File: config.mk
export PLATFORM = sky130hd
export DESIGN_NAME = msps_status_regs
export DESIGN_NICKNAME = d
export VERILOG_FILES = /design/src/msps_status_regs.v
export VERILOG_INCLUDE_DIRS = /design/src /design/src/inc
export SDC_FILE = /design/constraint.sdc
export NUM_CORES = 1
export LEC_CHECK = 0
export ABC_AREA = 0
export BUFFER_PORTS_ARGS = -buffer_cell sky130_fd_sc_hd__clkbuf_2
export CORE_ASPECT_RATIO = 0.6
export CORE_MARGIN = 2
export CORE_UTILIZATION = 30
export DETAILED_ROUTE_END_ITERATION = 12
export GPL_TIMING_DRIVEN = 0
export PLACE_DENSITY = 0.58
export SLEW_MARGIN = 20
export SYNTH_ARGS = -nofsm -noshare
export SYNTH_HDL_FRONTEND = slang
export SYNTH_SLANG_ARGS = --single-unit
export TNS_END_PERCENT = 100
File: constraint.sdc
create_clock -name sys_clk_in -period 1.46 [get_ports sys_clk_in]
set_clock_uncertainty 0.15 [all_clocks]
set_input_delay 0 -clock sys_clk_in [delete_from_list [all_inputs] [get_ports sys_clk_in]]
set_output_delay 0 -clock sys_clk_in [all_outputs]
set_load 0.02 [all_outputs]
File: src/inc/msps_consts.vh
// How it works
// - pcs status bit 15 latches sync loss
// - pcs status bit 14 latches invalid code-group
// - bit 12 sets on sgmii alignment error
// - bit 11 shows partner aneg restart request
// - bits 9:8 show remote fault, zero none
// - bits 7:4 show mac pause/duplex abilities
// - bit 3 shows partner aneg capable
// - bit 2 shows link up
// - bit 1 shows aneg complete
// - bit 0 shows signal detect
// - advertised word resets zero, writable when forced
// - unforced protocol-transfer read value is undefined
// - partner register holds last received word
// - serial bit 15 latches comma realign, read-clears
// - serial bit 14 latches signal detection, read-clears
// - serial bit 13 qsgmii sync, first port
// - bit 12 comma detect, read sets 1 unless comma missing
// - bits 11:8 comma position 0 to 9
// - counter bit 15 shows counter active
// - bits 13:0 count good packets modulo 10000
// - control bit 11 forces software advertised word
// - counters count only while media link up
`ifndef MSPS_CONSTS_VH
`define MSPS_CONSTS_VH
`define MSPS_ADDR_W 5
`define MSPS_OFF_CTRL 5'h10
`define MSPS_OFF_PCS_STATUS 5'h11
`define MSPS_OFF_ADV 5'h12
`define MSPS_OFF_PARTNER 5'h13
`define MSPS_OFF_SERIAL 5'h14
`define MSPS_OFF_TXCNT 5'h15
`define MSPS_CTRL_FORCE_BIT 11
`define MSPS_CTRL_MASK 16'h0800
`define MSPS_ADV_RESET 16'h0000
`define MSPS_CNT_W 14
`define MSPS_CNT_MAX 14'h270f
`define MSPS_POS_MAX 4'h9
`define MSPS_POS_W 4
`define MSPS_DATA_W 16
`define MSPS_ZERO16 16'h0000
`define MSPS_LP_RESET 16'h0000
`define MSPS_COMMA_RESET 1'b1
`define MSPS_PCS_SYNC_BIT 15
`define MSPS_PCS_CGBAD_BIT 14
`define MSPS_PCS_ALIGN_BIT 12
`define MSPS_PCS_RESTART_BIT 11
`define MSPS_PCS_RF_HI 9
`define MSPS_PCS_RF_LO 8
`define MSPS_PCS_ABIL_HI 7
`define MSPS_PCS_ABIL_LO 4
`define MSPS_PCS_LPCAP_BIT 3
`define MSPS_PCS_LINK_BIT 2
`define MSPS_PCS_ANEG_BIT 1
`define MSPS_PCS_SIGDET_BIT 0
`define MSPS_SER_REALIGN_BIT 15
`define MSPS_SER_SIGEVT_BIT 14
`define MSPS_SER_QSYNC_BIT 13
`define MSPS_SER_COMMA_BIT 12
`define MSPS_SER_POS_HI 11
`define MSPS_SER_POS_LO 8
`define MSPS_CNT_ACT_BIT 15
`endif

File: src/msps_status_regs.v
// The plain strobed port was chosen for this implementation.
`include "msps_consts.vh"

module msps_status_regs
(
  // clock and reset
  input wire sys_clk_in,
  input wire resetn_in,
  // register port
  input wire [`MSPS_ADDR_W-1:0] addr_in,
  input wire [15:0] wdata_in,
  input wire wr_in,
  input wire rd_in,
  output reg [15:0] rdata_out,
  // pcs events, one-cycle pulses
  input wire sync_lost_in,
  input wire cgbad_in,
  input wire align_err_in,
  input wire comma_realign_in,
  input wire sig_det_event_in,
  // pcs levels
  input wire lp_aneg_restart_in,
  input wire [1:0] remote_fault_in,
  input wire [3:0] mac_ability_in,
  input wire lp_aneg_capable_in,
  input wire link_up_in,
  input wire aneg_done_in,
  input wire sig_det_in,
  input wire qsgmii_sync_in,
  input wire comma_det_in,
  input wire [3:0] comma_pos_in,
  input wire is_first_port_in,
  input wire qsgmii_mode_in,
  // code words
  input wire [15:0] adv_live_in,
  input wire lp_word_valid_in,
  input wire [15:0] lp_word_in,
  // packet counter
  input wire tx_good_pkt_in,
  input wire media_link_up_in,
  // to pcs
  output wire force_adv_out,
  output reg [15:0] adv_word_out
);

  // stored control and code word state
  reg force_adv;
  reg [`MSPS_DATA_W-1:0] adv_sw;
  reg [`MSPS_DATA_W-1:0] lp_word;

  // since-last-read flags; alignment error holds until reset
  reg sync_lost_l;
  reg cgbad_l;
  reg align_err_l;
  reg realign_l;
  reg sig_evt_l;
  reg comma_l;

  // packet count and read path
  reg [`MSPS_CNT_W-1:0] pkt_cnt;
  reg [`MSPS_CNT_W-1:0] next_pkt_cnt;
  reg [`MSPS_DATA_W-1:0] next_rdata;
  reg [`MSPS_DATA_W-1:0] ctrl_word;
  reg [`MSPS_DATA_W-1:0] pcs_word;
  reg [`MSPS_DATA_W-1:0] ser_word;
  reg [`MSPS_DATA_W-1:0] cnt_word;

  // decoded strobes and selects
  wire rd_pcs;
  wire rd_ser;
  wire wr_ctrl;
  wire wr_adv;
  wire cnt_step;
  wire [`MSPS_DATA_W-1:0] adv_sel;

  // address match, shared by the read and write decoders
  function hit;
    input [`MSPS_ADDR_W-1:0] addr;
    input [`MSPS_ADDR_W-1:0] offset;
    begin
      hit = (addr == offset);
    end
  endfunction

  // sticky update: a new event outranks the clearing read
  function sticky_next;
    input held;
    input evt_now;
    input clear_now;
    begin
      sticky_next = evt_now | (held & ~clear_now);
    end
  endfunction

  // word the pcs advertises: software copy only when forced
  function [`MSPS_DATA_W-1:0] adv_pick;
    input forced;
    input [`MSPS_DATA_W-1:0] sw_word;
    input [`MSPS_DATA_W-1:0] live_word;
    begin
      if (forced)
        adv_pick = sw_word;
      else
        adv_pick = live_word;
    end
  endfunction

  // comma position saturates at the last legal slot
  function [`MSPS_POS_W-1:0] pos_clamp;
    input [`MSPS_POS_W-1:0] pos;
    begin
      if (pos > `MSPS_POS_MAX)
        pos_clamp = `MSPS_POS_MAX;
      else
        pos_clamp = pos;
    end
  endfunction

  // decimal wrap of the packet count
  function [`MSPS_CNT_W-1:0] cnt_inc;
    input [`MSPS_CNT_W-1:0] cnt;
    begin
      if (cnt == `MSPS_CNT_MAX)
        cnt_inc = {`MSPS_CNT_W{1'b0}};
      else
        cnt_inc = cnt + {{(`MSPS_CNT_W-1){1'b0}}, 1'b1};
    end
  endfunction

  // read strobes that clear latched flags
  assign rd_pcs = rd_in && hit(addr_in, `MSPS_OFF_PCS_STATUS);
  assign rd_ser = rd_in && hit(addr_in, `MSPS_OFF_SERIAL);

  // write strobes; the word is refused unless forced
  assign wr_ctrl = wr_in && hit(addr_in, `MSPS_OFF_CTRL);
  assign wr_adv = wr_in && hit(addr_in, `MSPS_OFF_ADV) && force_adv;

  // counting follows the media link, not the serial one
  assign cnt_step = tx_good_pkt_in && media_link_up_in;

  // advertised word select, shared by pcs and read path
  assign adv_sel = adv_pick(force_adv, adv_sw, adv_live_in);
  assign force_adv_out = force_adv;

  // force bit; the other control bits live elsewhere
  always @(posedge sys_clk_in or negedge resetn_in)
  begin
    if (!resetn_in)
      force_adv <= 1'b0;
    else if (wr_ctrl)
      force_adv <= wdata_in[`MSPS_CTRL_FORCE_BIT];
  end

  // software copy of the advertised word
  always @(posedge sys_clk_in or negedge resetn_in)
  begin
    if (!resetn_in)
      adv_sw <= `MSPS_ADV_RESET;
    else if (wr_adv)
      adv_sw <= wdata_in;
  end

  // registered word to the pcs, one cycle behind the select
  always @(posedge sys_clk_in or negedge resetn_in)
  begin
    if (!resetn_in)
      adv_word_out <= `MSPS_ADV_RESET;
    else
      adv_word_out <= adv_sel;
  end

  // sync loss, cleared by a status read
  always @(posedge sys_clk_in or negedge resetn_in)
  begin
    if (!resetn_in)
      sync_lost_l <= 1'b0;
    else
      sync_lost_l <= sticky_next(sync_lost_l, sync_lost_in, rd_pcs);
  end

  // invalid code-group, cleared by a status read
  always @(posedge sys_clk_in or negedge resetn_in)
  begin
    if (!resetn_in)
      cgbad_l <= 1'b0;
    else
      cgbad_l <= sticky_next(cgbad_l, cgbad_in, rd_pcs);
  end

  // alignment error has no clear short of reset
  always @(posedge sys_clk_in or negedge resetn_in)
  begin
    if (!resetn_in)
      align_err_l <= 1'b0;
    else
      align_err_l <= sticky_next(align_err_l, align_err_in, 1'b0);
  end

  // comma realign, cleared by a serial status read
  always @(posedge sys_clk_in or negedge resetn_in)
  begin
    if (!resetn_in)
      realign_l <= 1'b0;
    else
      realign_l <= sticky_next(realign_l, comma_realign_in, rd_ser);
  end

  // signal detection event, cleared by a serial status read
  always @(posedge sys_clk_in or negedge resetn_in)
  begin
    if (!resetn_in)
      sig_evt_l <= 1'b0;
    else
      sig_evt_l <= sticky_next(sig_evt_l, sig_det_event_in, rd_ser);
  end

  // comma detect: a missing comma wins over the rearming read
  always @(posedge sys_clk_in or negedge resetn_in)
  begin
    if (!resetn_in)
      comma_l <= `MSPS_COMMA_RESET;
    else if (!comma_det_in)
      comma_l <= 1'b0;
    else if (rd_ser)
      comma_l <= 1'b1;
  end

  // last received partner code word
  always @(posedge sys_clk_in or negedge resetn_in)
  begin
    if (!resetn_in)
      lp_word <= `MSPS_LP_RESET;
    else if (lp_word_valid_in)
      lp_word <= lp_word_in;
  end

  // next count; holds while the media link is down
  always @*
  begin
    next_pkt_cnt = pkt_cnt;
    if (cnt_step)
      next_pkt_cnt = cnt_inc(pkt_cnt);
  end

  // good packet count register
  always @(posedge sys_clk_in or negedge resetn_in)
  begin
    if (!resetn_in)
      pkt_cnt <= {`MSPS_CNT_W{1'b0}};
    else
      pkt_cnt <= next_pkt_cnt;
  end

  // control image: only the force bit reads back
  always @*
  begin
    ctrl_word = `MSPS_ZERO16;
    ctrl_word[`MSPS_CTRL_FORCE_BIT] = force_adv;
  end

  // pcs status image; bits 13 and 10 stay zero
  always @*
  begin
    pcs_word = `MSPS_ZERO16;
    pcs_word[`MSPS_PCS_SYNC_BIT] = sync_lost_l;
    pcs_word[`MSPS_PCS_CGBAD_BIT] = cgbad_l;
    pcs_word[`MSPS_PCS_ALIGN_BIT] = align_err_l;
    pcs_word[`MSPS_PCS_RESTART_BIT] = lp_aneg_restart_in;
    pcs_word[`MSPS_PCS_RF_HI:`MSPS_PCS_RF_LO] = remote_fault_in;
    pcs_word[`MSPS_PCS_ABIL_HI:`MSPS_PCS_ABIL_LO] = mac_ability_in;
    pcs_word[`MSPS_PCS_LPCAP_BIT] = lp_aneg_capable_in;
    pcs_word[`MSPS_PCS_LINK_BIT] = link_up_in;
    pcs_word[`MSPS_PCS_ANEG_BIT] = aneg_done_in;
    pcs_word[`MSPS_PCS_SIGDET_BIT] = sig_det_in;
  end

  // serial status image; position reads zero in qsgmii
  always @*
  begin
    ser_word = `MSPS_ZERO16;
    ser_word[`MSPS_SER_REALIGN_BIT] = realign_l;
    ser_word[`MSPS_SER_SIGEVT_BIT] = sig_evt_l;
    // other ports have no qsgmii sync of their own
    ser_word[`MSPS_SER_QSYNC_BIT] = qsgmii_sync_in & is_first_port_in;
    ser_word[`MSPS_SER_COMMA_BIT] = comma_l;
    if (!qsgmii_mode_in)
      ser_word[`MSPS_SER_POS_HI:`MSPS_SER_POS_LO] =
        pos_clamp(comma_pos_in);
  end

  // counter image; active follows the media link
  always @*
  begin
    cnt_word = `MSPS_ZERO16;
    cnt_word[`MSPS_CNT_ACT_BIT] = media_link_up_in;
    cnt_word[`MSPS_CNT_W-1:0] = pkt_cnt;
  end

  // read mux; unmapped addresses read zero
  always @*
  begin
    next_rdata = `MSPS_ZERO16;
    if (hit(addr_in, `MSPS_OFF_CTRL))
      next_rdata = ctrl_word;
    else if (hit(addr_in, `MSPS_OFF_PCS_STATUS))
      next_rdata = pcs_word;
    else if (hit(addr_in, `MSPS_OFF_ADV))
      // unforced value is the live word; undefined in transfer mode
      next_rdata = adv_sel;
    else if (hit(addr_in, `MSPS_OFF_PARTNER))
      next_rdata = lp_word;
    else if (hit(addr_in, `MSPS_OFF_SERIAL))
      next_rdata = ser_word;
    else if (hit(addr_in, `MSPS_OFF_TXCNT))
      next_rdata = cnt_word;
  end

  // read data valid only in the cycle after the strobe
  always @(posedge sys_clk_in or negedge resetn_in)
  begin
    if (!resetn_in)
      rdata_out <= `MSPS_ZERO16;
    else if (rd_in)
      rdata_out <= next_rdata;
    else
      rdata_out <= `MSPS_ZERO16;
  end

endmodule // msps_status_regs

; Yosys cells after proc, flatten, opt, wreduce, memory -nomap -nowiden
; Cells that the tools add are included.
[classes]
n_mux = 13
n_eq_ne = 8
add_sub_neg = 1
n_lt_le_gt_ge = 1
bitwise_logic = 12
n_reduce_logical = 6
[op_table]
columns = operator, n
row1 = $mux 16, 8
row2 = $eq 5x5->1 const B, 6
row3 = $add 14x1->14 const B, 1
row4 = $eq 14x14->1 const B, 1
row5 = $mux 14, 1
row6 = $mux 4, 2
row7 = $logic_and 1x1->1, 6
row8 = $and 1x1->1, 5
row9 = $or 1x1->1, 5
row10 = $gt 4x4->1 const B, 1
row11 = $mux 1, 2
row12 = $ne 2x1->1 const B, 1
row13 = $not 1->1, 2
[word_totals]
elab_cells = 53
inputBits = 84
output_inout_bits = 33
register_bits = 85

; Logic depth before layout (Yosys ltp)
[depth]
word_depth = 9
ltp_mapped = 7
mapped_depth_nobuf = 5

; Least setup slack after synthesis
; OpenSTA, ideal clock, no wires.
[synth_path]
path_type = flip-flop to flip-flop
start = register force_adv, in the netlist force_adv_out
end = register rdata_out[12]
stages_incl_launch_ff = 6
period_less_slack_ns = 1.783
required_ns = 1.186
setup_slack_ns = -0.323
setup_ns = 0.124
t_arrival_ns = 1.509
path_buffers = 2
cell_sequence = dfrtp_1 buf_2 buf_2 mux2_2 a22oi_1 a21oi_1
[synth_via]
elab_chain_len = 5
[synth_rtl]
columns = item, line
row1 = "start, declared", msps_status_regs.v:47  ; reg force_adv;
row2 = "start signal, assigned", msps_status_regs.v:151  ; force_adv <= wdata_in[`MSPS_CTRL_FORCE_BIT];
row3 = $mux 16, msps_status_regs.v:101  ; if (forced)
row4 = via adv_sel[12], msps_status_regs.v:74  ; wire [`MSPS_DATA_W-1:0] adv_sel;
row5 = $mux 16, msps_status_regs.v:307  ; else if (hit(addr_in, `MSPS_OFF_ADV))
row6 = $mux 16, msps_status_regs.v:305  ; else if (hit(addr_in, `MSPS_OFF_PCS_STATUS))
row7 = $mux 16, msps_status_regs.v:303  ; if (hit(addr_in, `MSPS_OFF_CTRL))
row8 = $mux 16, msps_status_regs.v:323  ; else if (rd_in)
row9 = "end signal, assigned", msps_status_regs.v:322  ; rdata_out <= `MSPS_ZERO16;
row10 = "end signal, assigned", msps_status_regs.v:324  ; rdata_out <= next_rdata;
row11 = "end signal, assigned", msps_status_regs.v:326  ; rdata_out <= `MSPS_ZERO16;
row12 = "end, declared", msps_status_regs.v:14  ; output reg [15:0] rdata_out,
; The timed path passes the listed nets, and every way through them passes these cells.
; A chain may end at the register's enable or synchronous reset.

; Final worst setup path
[layout_path]
start = register force_adv, in the netlist force_adv_out
end = register adv_sw[8]
[layout_via]
elab_chain_len = 1
[layout_rtl]
columns = item, line
row1 = $logic_and 1x1->1, msps_status_regs.v:136  ; assign wr_adv = wr_in && hit(addr_in, `MSPS_OFF_ADV) && force_adv;
row2 = "end signal, assigned", msps_status_regs.v:158  ; adv_sw <= `MSPS_ADV_RESET;
row3 = "end signal, assigned", msps_status_regs.v:160  ; adv_sw <= wdata_in;
row4 = "end, declared", msps_status_regs.v:48  ; reg [`MSPS_DATA_W-1:0] adv_sw;
; No other way between the ends.

==> impl_metrics.tcl <==
set metrics [dict create \
    yosysSeqAreaShare_pct 54.4 \
    synth_area_per_cell_sq_um 11.6 \
    synthSimpleGateAreaFrac_pct 12.7 \
    dieArea_sq_um 14000 \
    maxCapViolCount 0 \
    dp_hpwl_um 9000 \
    tightest_slew_ns 0.694 \
    num_vias 3495 \
    arrival_ns 1.67 \
    dr.pass1.iters 5 \
    grt_pass1_wl_um 19100 \
    grt_setup_unrepaired "true" \
    drive_gt1_share_pct 43.5 \
    hold_path.class "primary input to register" \
    crit_path_max_incr_delay_ns 0.45 \
    synthCells 337 \
    cts.sinks 85 \
    p_per_area_nw_per_um2 1090 \
    synth-async-reset-ratio_pct 100 \
    place_congestion 0.883 \
    drt-initial-drc-count 229 \
    row_count 32 \
    status "finished, violations left" \
    required_ns 1.53 \
    fin_ws_ns -0.140 \
    routed_via_density 4.78 \
    min_period_ns 1.60 \
    ys_warn_count 0 \
    drc_errors 0 \
    cp_top_family "flip-flops" \
    critPathMaxFanout 5 \
    ys.flop_type "dfrtp_1" \
    synthDistinctLibCells 52 \
    cts_buffers 9 \
    grt_use_total_pct 18.4 \
    core_area_sq_um 12800 \
    cts_tree "done" \
    slew_headroom_pct 53.4 \
    clk_latency_ns 0.34 \
    cp_slowest_cell "dfrtp_2" \
    fin_util_pct 49.4 \
    critPathMostFrequentCell "buf_12" \
    top_level_ports 117 \
    post_drt_wl_per_cell_um 17.5 \
    tns_ns -3.11 \
    synth_top_area_cell "dfrtp_1" \
    synthAdderAreaFrac_pct 0.320 \
    yosysMostFrequentCell "dfrtp_1" \
    grt_max_degree 86 \
    n_antenna_cell 0 \
    nNetsFinal 642 \
    initial_utilization_pct 30.6 \
    syn_area_sq_um 3910 \
    die_y_um 92.4 \
    endpoint_kind "register" \
    path_clk_slew_ns 0.06 \
    p_leak_nw 2.90 \
    muxShareOfSynthArea_pct 13.9 \
    synthXorXnorAreaFrac_pct 2.69 \
    ctsLongestPathBuffers 2 \
    synth_edf_count 0 \
    synthesis.nets 422 \
    synth_area_leaders "dfrtp_1 54%, mux2_2 9.8%, mux2_4 3.8%, o21ai_0 2.4%, nand2_1 2.0%" \
    drt-total-wl_um 12800 \
    cts_root_buf "clkbuf_16" \
    start_kind "register" \
    postRouteAntennaNets 0 \
    grt_pass1_vias 3549 \
    fmax_ghz 0.625 \
    setup_viol 38 \
    place_inst 622 \
    cp_num_buf_inv 3 \
    layout.cells.non_filler 731 \
    violations "setup timing" \
    synth_compound_area_share_pct 12.4 \
    path_cells "buf_12, and3_4, buf_12, buf_12, mux2_4" \
    htree_levels 3 \
    overflow 0 \
    dpl_worst_slack_ns -0.378 \
    peakVddDrop_uv 585 \
    fp.dieW_um 151 \
    finalCritPeriodShare_pct 110 \
    slew_viol_final 0 \
    synth_top_family_by_area "multiplexers" \
    hold_viol 0 \
    ys_ff_latch 85 \
    synth_common_cells "84 x dfrtp_1, 34 x mux2_2, 21 x nand2_1, 21 x nor2_1, 19 x o21ai_0" \
    synth_top_area_share_pct 53.7 \
    path_class "register to register" \
    port_buffers 115 \
    total_power_w 0.00685 \
    area_growth_pct 61.2 \
    antenna_found_initial 0 \
]
cell usage in the layout, fill, tap and decap left out, types with 5 or more instances in the layout:
cell type      synthesis  final
xor2_1                 5      5
nor2_1                21     19
xnor2_1                7      7
buf_2                  7      5
mux2_2                34     17
clkbuf_2               0    115
nand4_1                6      6
a21oi_2                0      5
dfrtp_1               84     77
o21ai_0               19     17
mux2_4                10     27
nand2_1               21     20
a21oi_1               11      6
buf_12                 1      6
dlygate4sd3_1          0     76
clkbuf_1               6      6
clkbuf_16              0     10
inv_1                 11     11
o21a_1                 5      5
a22oi_1                7      5
nand2b_1               7      6
nor2b_1                5      5
buf_4                  0     11
dfrtp_2                0      7
nand3_1                8      5
area by class of cell:
| type | count | area [sq um] |
|---|---|---|
| Tap cell | 170 | 213 |
| Inverter | 11 | 41.3 |
| Sequential cell | 85 | 2140 |
| Buffer | 15 | 113 |
| Timing Repair Buffer | 211 | 1590 |
| Clock buffer | 11 | 243 |
| Fill cell | 1162 | 6470 |
| Clock inverter | 4 | 72.6 |
| Multi-Input combinational cell | 224 | 1900 |
metrics by stage:
stage / instance area [sq um] / hold slack, ns
finish: 6300 / 0.00351
global route: 6300 / 0.00526
CTS: 6030 / -0.00350
floorplan: 3960 / -0.446
global placement: 4750 / 0.0312
detailed placement: 4760 / -0.0472
registers in the layout, summed over array words and instances, names as in the netlist:
signal and count:
cgbad_l 1, force_adv_out 1, align_err_l 1, sig_evt_l 1
sync_lost_l 1, rdata_out 16, lp_word 16, pkt_cnt 14
realign_l 1, comma_l 1, adv_word_out 16, adv_sw 16
cells by family after synthesis:
family	count (synthesis)
and+or+nand+nor	94
DFF	85
AOI/OAI and AO/OA	72
muxes	45
buffers and inverters	28
xor gates and xnor gates	12
adders and majority gates	1
report_power, final:
part,leakage (nW),total [W],switching (W),internal (W)
Clock,0.152,0.00245,0.000914,0.00153
Combinational,1.69,0.00160,0.000759,0.000840
Sequential,1.07,0.00281,0.000202,0.00260
Total,2.90,0.00685,0.00187,0.00498
worst min-delay path: cells and delay by family:
kind                   cells  cell delay [ns]
AO/OA/AOI/OAI              1             0.05
buffers and inverters      1             0.18
AND/OR/NAND/NOR            2             0.21
worst paths after layout:
path | startpoint | slack (ns) | end | depth (start not counted)
setup / recovery | force_adv_out$_DFFE_PN0P_ | -0.14 | adv_sw[8]$_DFFE_PN0P_ | 5
hold / removal | addr_in[0] | 0.004 | rdata_out[12]$_DFF_PN0_ | 4
setup reg to reg | force_adv_out$_DFFE_PN0P_ | -0.14 | adv_sw[8]$_DFFE_PN0P_ | 5
hold reg to reg | align_err_l$_DFF_PN0_ | 0.32 | align_err_l$_DFF_PN0_ | 1
max in group asynchronous | resetn_in | 0.51 | pkt_cnt[5]$_DFFE_PN0P_ | 2
min in group asynchronous | resetn_in | 0.12 | rdata_out[1]$_DFF_PN0_ | 2
what timing repair did:
action / 4_1_cts / 5_1_grt
gates resized for setup: 19 / 45
hold buffers: 77 / 1
cloned: 1 / 1
pin swaps: 11 / 20
endpoints found under the setup margin: 42 / 49
endpoints found under the hold margin: 156 / 2
buffers inserted: 11 / 7
per-layer routing:
| layer | vias to the layer above | GRT usage [%] | part of all wire (%) | wire [um] |
|---|---|---|---|---|
| met1 | 1720 | 28.0 | 51 | 6550 |
| met3 | 9 | 5.22 | 7.4 | 942 |
| li1 | 1646 | - | - | - |
| met5 | - | 0 | 0 | 0 |
| met4 | 0 | 3.97 | 0.83 | 106 |
| met2 | 120 | 25.8 | 40 | 5160 |
Note: power is estimated with default switching activity, not from simulation.
